## src/verilog/gbp_pkg.sv

```systemverilog
// package for the eight-pin general-purpose port with boot straps
// assumes a single core clock and a synchronous active-high reset
package gbp_pkg;
	localparam int unsigned GPIO_W = 8;
	localparam int unsigned ADDR_W = 4;
	localparam int unsigned DATA_W = 8;
	// register offsets on the plain register port
	localparam logic [3:0] OFF_DIR    = 4'h0; // pin_direction_reg
	localparam logic [3:0] OFF_DATA   = 4'h1; // pin_data_reg
	localparam logic [3:0] OFF_STRAP  = 4'h2; // captured straps, read only
	localparam logic [3:0] OFF_CLOCK_MODE_REG  = 4'h3; // clock_mode_reg
	localparam logic [3:0] OFF_FLAG   = 4'h4; // flag control
	localparam logic [3:0] OFF_BOOT   = 4'h5; // boot loader control
	// reset values
	localparam logic [7:0] DIR_RST    = 8'h00; // all inputs
	localparam logic [7:0] DATA_RST   = 8'h00;
	localparam logic       FLAG_RST   = 1'b1;
	// pin and field positions
	localparam int unsigned BOOT_LSB  = 0;
	localparam int unsigned BOOT_W    = 3;
	localparam int unsigned PIN_HS    = 4; // handshake / clock select pin
	localparam int unsigned PIN_FSEL  = 6; // multiplexed function select
	localparam int unsigned CLKSEL_B  = 0; // input_clock_select_bit
	// flag control field positions
	localparam int unsigned FL_SET_B  = 0; // bit_set_instr
	localparam int unsigned FL_CLR_B  = 1; // bit_clear_instr
	localparam int unsigned FL_ST1_B  = 2; // status_reg_one load strobe
	localparam int unsigned FL_VAL_B  = 3; // value loaded with status_reg_one
	// boot control field positions
	localparam int unsigned BT_HSEN_B = 0; // handshake drive enable
	localparam int unsigned BT_HSV_B  = 1; // handshake level
	localparam int unsigned BT_DONE_B = 2; // boot completed
	// reset sequencer states, gray along the path
	typedef enum logic [1:0] {
		GBP_RESET   = 2'b00,
		GBP_CAPTURE = 2'b01,
		GBP_BOOT    = 2'b11,
		GBP_RUN     = 2'b10
	} gbp_state_t;
endpackage

```

## src/verilog/gbp_sync.sv

```systemverilog
// two-flop synchroniser for the eight port pins
// assumes pins are asynchronous to clk_sys
module gbp_sync (
	input  wire logic       clk_sys,
	input  wire logic       rst,
	input  wire logic [7:0] async_in,
	output logic      [7:0] sync_out
);
	logic [7:0] meta_q;

	// first stage is read only by the second stage
	always_ff @(posedge clk_sys) begin
		if (rst) begin
			meta_q   <= 8'h00;
			sync_out <= 8'h00;
		end else begin
			meta_q   <= async_in;
			sync_out <= meta_q;
		end
	end
endmodule

```

## src/verilog/gbp_port.sv

```systemverilog
// general-purpose port: direction and data, boot straps, flag output
// assumes pads combine gpio_out/gpio_oe; registers on a plain strobe port
////////////////////////////////////////////////////////////////////////////////
// Function
// - direction bit per pin selects in/out
// - reads give pin levels, writes drive outputs
// - reset makes every pin an input
// - pins 2..0 latched as boot mode
// - pin 4 drives handshake during boot
// - pin 4 low selects oscillator clock
// - pin 4 high selects external clock
// - pin 6 selects multiplexed port function
// - flag set, cleared, loaded from status
// - flag output high during reset
//
// The plain strobed port and the placing of the registers are this design's own decisions.
module gbp_port (
	input  wire logic       clk_sys,
	input  wire logic       rst,
	input  wire logic [3:0] reg_addr,
	input  wire logic [7:0] reg_wdata,
	input  wire logic       reg_wr,
	input  wire logic       reg_rd,
	output logic      [7:0] reg_rdata,
	input  wire logic [7:0] gpio_in,
	output logic      [7:0] gpio_out,
	output logic      [7:0] gpio_oe,
	output logic      [2:0] boot_select,
	output logic            input_clock_select_bit,
	output logic            parallel_general_io_mode,
	output logic            boot_done,
	output logic            flag_output_pin
);
	logic [7:0]          pin_sync;
	logic [7:0]          dir_q;
	logic [7:0]          data_q;
	logic [2:0]          boot_q;
	logic                clksel_q;
	logic                fsel_q;
	logic                hs_en_q;
	logic                hs_val_q;
	logic                done_q;
	logic                flag_q;
	gbp_pkg::gbp_state_t state_q;
	logic                strap_take;
	logic                take_q;

	////////////////////////////////////////////////////////////////////////
	// pin sampling
	gbp_sync u_sync (
		.clk_sys  (clk_sys),
		.rst      (rst),
		.async_in (gpio_in),
		.sync_out (pin_sync)
	);

	// write decode shared by the register processes
	function automatic logic wr_hit(input logic [3:0] off);
		return reg_wr && (reg_addr == off);
	endfunction

	////////////////////////////////////////////////////////////////////////
	// reset sequencer: straps captured once, on the third edge after release
	always_ff @(posedge clk_sys) begin
		if (rst) begin
			state_q <= gbp_pkg::GBP_RESET;
		end else begin
			case (state_q)
			gbp_pkg::GBP_RESET:   state_q <= gbp_pkg::GBP_CAPTURE;
			gbp_pkg::GBP_CAPTURE: state_q <= gbp_pkg::GBP_BOOT;
			gbp_pkg::GBP_BOOT: begin
				if (done_q)
					state_q <= gbp_pkg::GBP_RUN;
			end
			gbp_pkg::GBP_RUN:     state_q <= gbp_pkg::GBP_RUN;
			default:              state_q <= gbp_pkg::GBP_RESET;
			endcase
		end
	end

	// synchroniser is held clear in reset, so its output only shows a pin
	// two edges after release; taking one cycle later avoids capturing 0
	always_ff @(posedge clk_sys) begin
		if (rst) begin
			take_q <= 1'b0;
		end else begin
			take_q <= (state_q == gbp_pkg::GBP_CAPTURE);
		end
	end

	assign strap_take = take_q;

	////////////////////////////////////////////////////////////////////////
	// strap capture; held stable until next reset
	always_ff @(posedge clk_sys) begin
		if (rst) begin
			boot_q   <= 3'h0;
			clksel_q <= 1'b0;
			fsel_q   <= 1'b0;
		end else if (strap_take) begin
			boot_q   <= pin_sync[gbp_pkg::BOOT_LSB +: gbp_pkg::BOOT_W];
			clksel_q <= pin_sync[gbp_pkg::PIN_HS];
			fsel_q   <= pin_sync[gbp_pkg::PIN_FSEL];
		end
	end

	// clock mode register: software may override the select after boot
	// (the strap value wins in the capture cycle)
	logic clock_mode_reg_q;
	always_ff @(posedge clk_sys) begin
		if (rst) begin
			clock_mode_reg_q <= 1'b0;
		end else if (strap_take) begin
			clock_mode_reg_q <= pin_sync[gbp_pkg::PIN_HS];
		end else if (wr_hit(gbp_pkg::OFF_CLOCK_MODE_REG)) begin
			clock_mode_reg_q <= reg_wdata[gbp_pkg::CLKSEL_B];
		end
	end

	////////////////////////////////////////////////////////////////////////
	// direction and data registers
	always_ff @(posedge clk_sys) begin
		if (rst) begin
			dir_q <= gbp_pkg::DIR_RST;
		end else if (wr_hit(gbp_pkg::OFF_DIR)) begin
			dir_q <= reg_wdata;
		end
	end

	always_ff @(posedge clk_sys) begin
		if (rst) begin
			data_q <= gbp_pkg::DATA_RST;
		end else if (wr_hit(gbp_pkg::OFF_DATA)) begin
			data_q <= reg_wdata;
		end
	end

	////////////////////////////////////////////////////////////////////////
	// boot loader handshake control, active only until boot completes
	always_ff @(posedge clk_sys) begin
		if (rst) begin
			hs_en_q  <= 1'b0;
			hs_val_q <= 1'b0;
			done_q   <= 1'b0;
		end else if (wr_hit(gbp_pkg::OFF_BOOT)) begin
			hs_en_q  <= reg_wdata[gbp_pkg::BT_HSEN_B] && !done_q;
			hs_val_q <= reg_wdata[gbp_pkg::BT_HSV_B];
			// done is sticky: once set, only reset returns to boot
			done_q   <= done_q || reg_wdata[gbp_pkg::BT_DONE_B];
		end else if (done_q) begin
			hs_en_q  <= 1'b0;
		end
	end

	////////////////////////////////////////////////////////////////////////
	// flag output: set, clear or status load; status load tested before set and clear
	// so a simultaneous status load takes priority over both
	always_ff @(posedge clk_sys) begin
		if (rst) begin
			flag_q <= gbp_pkg::FLAG_RST;
		end else if (wr_hit(gbp_pkg::OFF_FLAG)) begin
			if (reg_wdata[gbp_pkg::FL_ST1_B])
				flag_q <= reg_wdata[gbp_pkg::FL_VAL_B];
			else if (reg_wdata[gbp_pkg::FL_SET_B])
				flag_q <= 1'b1;
			else if (reg_wdata[gbp_pkg::FL_CLR_B])
				flag_q <= 1'b0;
		end
	end

	////////////////////////////////////////////////////////////////////////
	// pin drivers registered so outputs come from flip-flops
	// handshake overrides pin 4 while the loader owns it
	always_ff @(posedge clk_sys) begin
		if (rst) begin
			gpio_oe  <= 8'h00;
			gpio_out <= 8'h00;
		end else begin
			gpio_oe  <= dir_q;
			gpio_out <= data_q;
			if (hs_en_q) begin
				gpio_oe[gbp_pkg::PIN_HS]  <= 1'b1;
				gpio_out[gbp_pkg::PIN_HS] <= hs_val_q;
			end
		end
	end

	// strap outputs and status pins
	always_ff @(posedge clk_sys) begin
		if (rst) begin
			boot_select              <= 3'h0;
			input_clock_select_bit   <= 1'b0;
			parallel_general_io_mode <= 1'b0;
			boot_done                <= 1'b0;
			flag_output_pin          <= gbp_pkg::FLAG_RST;
		end else begin
			boot_select              <= boot_q;
			input_clock_select_bit   <= clock_mode_reg_q;
			parallel_general_io_mode <= fsel_q;
			boot_done                <= (state_q == gbp_pkg::GBP_RUN);
			flag_output_pin          <= flag_q;
		end
	end

	////////////////////////////////////////////////////////////////////////
	// read data, one cycle after the strobe; unmapped reads give zero
	always_ff @(posedge clk_sys) begin
		if (rst) begin
			reg_rdata <= 8'h00;
		end else if (reg_rd) begin
			case (reg_addr)
			gbp_pkg::OFF_DIR:   reg_rdata <= dir_q;
			// inputs show pin level, outputs show the driven value
			gbp_pkg::OFF_DATA:  reg_rdata <= (pin_sync & ~dir_q)
			                              | (data_q & dir_q);
			gbp_pkg::OFF_STRAP: reg_rdata <= {1'b0, fsel_q, 1'b0, clksel_q,
			                              1'b0, boot_q};
			gbp_pkg::OFF_CLOCK_MODE_REG: reg_rdata <= {7'h00, clock_mode_reg_q};
			gbp_pkg::OFF_FLAG:  reg_rdata <= {4'h0, flag_q, 3'h0};
			gbp_pkg::OFF_BOOT:  reg_rdata <= {5'h00, done_q, hs_val_q,
			                              hs_en_q};
			default:            reg_rdata <= 8'h00;
			endcase
		end else begin
			reg_rdata <= 8'h00;
		end
	end
endmodule

```

## config.mk

```make
export PLATFORM = sky130hd
export DESIGN_NAME = gbp_port
export DESIGN_NICKNAME = d
export VERILOG_FILES = /design/src/verilog/gbp_pkg.sv /design/src/verilog/gbp_sync.sv /design/src/verilog/gbp_port.sv
export SDC_FILE = /design/constraint.sdc
export NUM_CORES = 1
export LEC_CHECK = 0
export BUFFER_PORTS_ARGS = -buffer_cell sky130_fd_sc_hd__buf_4
export CAP_MARGIN = 10
export CORE_UTILIZATION = 40
export CTS_BUF_LIST = sky130_fd_sc_hd__clkbuf_8
export DETAILED_ROUTE_END_ITERATION = 10
export HOLD_SLACK_MARGIN = 0.1
export PLACE_DENSITY_LB_ADDON = 0.12
export SYNTH_ARGS = -nofsm -noshare
export SYNTH_HDL_FRONTEND = slang
export SYNTH_HIERARCHICAL = 1
export SYNTH_SLANG_ARGS = --single-unit
```

## constraint.sdc

```tcl
create_clock -name clk_sys -period 4.8 [get_ports clk_sys]
set_clock_uncertainty 0.15 [all_clocks]
set_input_delay 0.72 -clock clk_sys [delete_from_list [all_inputs] [get_ports clk_sys]]
set_output_delay 0.72 -clock clk_sys [all_outputs]
set_load 0.01 [all_outputs]
```

* Word-level counts from Yosys, hierarchy flattened
Index checks and enable logic that the tools add are counted.
Cells by class: $add $sub $neg 0, $mul 0, divide/modulo/power cells 0, order comparisons 0, eq/ne operators 9, shift operators 0, muxes and demuxes 12, bitwise logic cells 5, reductions and logical operators 15
Operator list (number):
- $pmux 8 s6 | 1
- $and 8x8->8 | 2
- $mux 1 | 9
- $eq 4x2->1 const B | 2
- $eq 4x3->1 const B | 2
- $not 8->8 | 1
- $or 8x8->8 | 1
- $pmux 2 s4 | 1
- $logic_and 1x1->1 | 6
- $eq 2x2->1 const B | 2
- $eq 4x1->1 const B | 1
- $logic_not 4->1 | 1
- $reduce_bool 2->1 | 2
- $reduce_bool 3->1 | 1
- $eq 2x1->1 const B | 1
- $logic_not 2->1 | 1
- $mux 2 | 1
- $ne 2x2->1 const B | 1
- $reduce_and 2->1 | 1
- $reduce_or 2->1 | 1
- $logic_not 1->1 | 1
- $logic_or 1x1->1 | 1
- $not 1->1 | 1
Storage, ports and cells: register bits 76, bits in latches 0, memory bits (writable) 0, bits in read-only memories 0, input bits 24, output and inout port bits 31, word-level logic and storage cells 63, memories 0

* Depth between registers and ports, before layout
depth in word-level cells 4, gate-level depth with buffers 5, gate-level depth less buffers 4

* Cells and area by module
The synthesis kept the hierarchy.
Modules (own cells, without submodules):
- gbp_port | instances 1, cells an instance 212, area an instance 2140.8 µm², sequential area each 1201.2 µm²
- gbp_sync | instances 1, cells an instance 33, area an instance 464.2 µm², sequential area each 320.3 µm²

* Worst setup path after synthesis
Ideal clock, no wire load.
path type input to register, from in rst, to reg reg_rdata[1], library setup time 0.092 ns, arrival time 1.791 ns, data required time 4.558 ns, slack 2.766 ns, stages 4, buffers on the path 1, path through buf_6 -> or3b_4 -> or3_4 -> o32ai_1
On the way: cells in the longest elaborated chain, start to end 1
RTL lines:
- from (decl) | line gbp_port.sv:19 | input wire logic rst,
- $reduce_or 2->1 (no line)
- to (signal assigned) | line gbp_port.sv:212 | gbp_pkg::OFF_DIR: reg_rdata <= dir_q;
- to (signal assigned) | line gbp_port.sv:214 | gbp_pkg::OFF_DATA: reg_rdata <= (pin_sync & ~dir_q)
- to (signal assigned) | line gbp_port.sv:216 | gbp_pkg::OFF_STRAP: reg_rdata <= {1'b0, fsel_q, 1'b0, clksel_q,
- to (decl) | line gbp_port.sv:24 | output logic [7:0] reg_rdata,
No other way between the ends. A chain may end at the register's enable or synchronous reset.

* Final worst setup path
Same ends and word-level chain as after synthesis.

==> out/summary.txt <==
Initial DRC Count = 140
CP top delay family = simple AND/OR/NAND/NOR gates
Seq/Total Area, Yosys = 58.4%
Hold Buf Count CTS = 0
GR Util met2 = 23.3%
RSZ-0062 raised after global routing = no
Die area = 0.00684 mm²
Total of max-cap violations = 0
Die height = 82.7 µm
Wire per inst = 13.6 µm
Worst setup path end = reg_rdata[1]$_SDFF_PP0_
IO Port Bufs = 54
Register area = 0.00152 mm²
CP arrival = 2.19 ns
Final hold violation count = 0
P_sw = 0.000253 W
Req. time, crit path = 4.89 ns
Most frequent cells after synthesis = dfxtp_1, nor2_1, mux2i_1
Worst-path clk slew = 0.07 ns
Fraction of registers with async set/reset = 0%
TNS Setup = 0 ns
Crit path from = rst
Vias = 1,840
Max_slew headroom = 53.2%
Status = completed
Routed Antenna Nets = 0
Net Sw Frac = 22.2%
Post CTS Setup Buffer Count = 0
Layout net count = 323
Met3 Use GR = 6.48%
Slowest CP cell = or3b_4
Cell taking the most area after synthesis = dfxtp_1
Largest stage delay on the critical path = 0.48 ns
Worst Path Max Fanout = 69
Fill count = 608
# rows = 29
Crit. End Element = flop
Pwr/cell area = 353 mW/mm²
Core area = 0.00631 mm²
Final core utilization = 51.0%
HP Class = reg2reg
Share of cells above drive strength 1 = 28.1%
CP Cell Sequence = buf_4 -> or3b_4 -> or3_4 -> o32ai_1
First-pass GRT wire length = 8290 µm
Number of synthesized flops with an enable pin = 0
Initial antenna violation count = 0
Cell Area, Synth = 0.00260 mm²
Synthesis Warnings = 6
CP bufs+invs = 1
Comb pwr share = 5.7%
Clk root buf = clkbuf_8
Vias/cell = 4.84
Sequential power share = 57.4%
DRC = 0
Worst skew pair latency = 0.34 ns
Hpwl dp = 3490 µm
Final WL = 5170 µm
Die width = 82.7 µm
Lkg Pwr = 1.42 nW
Deepest clock path buffer count = 2
Vias in the first global route = 1,651
Stages on the worst setup path = 4
Synth top area cells = dfxtp_1, mux2i_1, nor2b_1
Most used DFF post-synth = dfxtp_1
Num CTS Buffers = 9
Total internal power = 0.000884 W
HP Start = u_sync/meta_q[0]$_SDFF_PP0_
CTS tree = yes
N_diodes = 0
Final min period = 2.09 ns
Worst VDD drop = 0.183 mV
Clock sink count = 76
Unique masters post-synth = 33
Slew Limit Fails = 0
Hold path depth = 1
Clk pwr share = 36.9%
Area grow syn2layout = 23.5%
GP Congestion = 0.784
Period utilisation layout = 43.6%
RR Startpoint = dir_q[0]$_SDFFE_PP0P_
Busiest grt layer = met2
Reg2Reg Setup Slack = 3.59 ns
Syn nets = 269
Area occupied by multi-input gates = 0.00101 mm²
Initial Util = 41.3%
CP startpoint kind = input pin
H-tree levels = 3
Worst r2r dst = reg_rdata[0]$_SDFF_PP0_
Count leader, synth = dfxtp_1
TritonRoute pass-1 iters = 4
Path depth of the worst reg2reg path = 4
Average size of a mapped cell = 10.6 µm²
Grt ovf = 0
GRT Resource Usage Total = 17.0%
Cells after synthesis = 245
Max frequency = 478 MHz
IO Pins = 55
Final setup violating endpoints = 0
CTS resizes = 0
Largest net degree at the start of global routing = 70
Slew @ Worst Pin = 0.700 ns
CP Class = in2reg
Yosys reg bits = 76
Share of the synthesized area in the top cell type = 58.4%
Met1 usage = 23.0%
-- stage by stage --
stage | area [µm²] | setup slack (ns) | power (W) | hold slack, ns | std cells
2_1_floorplan | 2610 | 2.77 | 0.000703 | 0.264 | 245
3_3_place_gp | 3050 | 2.40 | 0.000732 | 0.270 | 365
3_5_place_dp | 3050 | 2.34 | 0.000732 | 0.280 | 365
4_1_cts | 3220 | 2.70 | 0.00115 | 0.292 | 380
5_1_grt | 3220 | 2.61 | 0.00118 | 0.310 | 380
6_report | 3220 | 2.71 | 0.00114 | 0.290 | 380
-- sequential cells by signal, indices dropped and copies added, names as in the netlist, 2 cells and up --
register / cells
gpio_oe: 8
boot_select: 3
state_q: 2
dir_q: 8
gpio_out: 8
reg_rdata: 8
u_sync/meta_q: 8
boot_q: 3
data_q: 8
u_sync/sync_out: 8
-- worst min-delay path by stage --
stage / slack, ns / endpoint
floorplan: 0.26 / u_sync/sync_out[3]$_SDFF_PP0_
global placement: 0.27 / u_sync/sync_out[0]$_SDFF_PP0_
detailed placement: 0.28 / u_sync/sync_out[6]$_SDFF_PP0_
CTS: 0.29 / u_sync/sync_out[6]$_SDFF_PP0_
global route: 0.31 / u_sync/sync_out[3]$_SDFF_PP0_
finish: 0.29 / u_sync/sync_out[0]$_SDFF_PP0_
-- cell type report --
class / count / area share, %
flip-flops and latches: 76 / 47.3
multi-input cells: 155 / 31.5
repair buffers: 54 / 12.6
clock buffers: 11 / 4.70
well taps: 77 / 2.99
clock inverters: 4 / 0.544
inverters: 3 / 0.350
-- power by group through the flow --
| stage | registers, W | clock network (W) | logic (W) |
|---|---|---|---|
| finish | 0.000653 | 0.000419 | 0.0000648 |
| CTS | 0.000653 | 0.000433 | 0.0000652 |
| detailed placement | 0.000667 | 0 | 0.0000648 |
| global placement | 0.000668 | 0 | 0.0000644 |
| floorplan | 0.000665 | 0 | 0.0000387 |
| global route | 0.000655 | 0.000458 | 0.0000718 |
-- routing by layer --
layer	wire length [µm]	part of all wire, %	up-vias
met5	0	0	-
met3	281	5.4	13
met4	136	2.6	0
met1	2530	49	841
met2	2230	43	56
li1	-	-	930
-- layout by cell type (no fill, tap or decap), types with 2 or more instances in the layout --
cell type   n
clkinv_2    2
inv_1       5
buf_4      54
or2_2       2
dfxtp_1    76
nand2_1     5
clkbuf_8   11
nor2_1     37
nor2b_2     7
o32ai_1     3
a211oi_1    2
nor2b_1    25
a21oi_1    11
nand3b_1    4
nand2b_1    2
a21o_1      2
and2b_2     6
nor3b_1     2
nor3_1      4
mux2i_1    26
nand3_1     2
o21ai_0     3
a32oi_1     2
-- cells by family (layout without fill, tap and decap cells) --
logic type | after synthesis | count (layout) | share of synthesized area, %
buf+inv | 14 | 72 | 2.64
compound gates | 28 | 28 | 6.92
simple gates | 100 | 100 | 21.6
flops | 76 | 76 | 58.4
mux | 27 | 27 | 10.4
(Power assumes the default switching activity.)
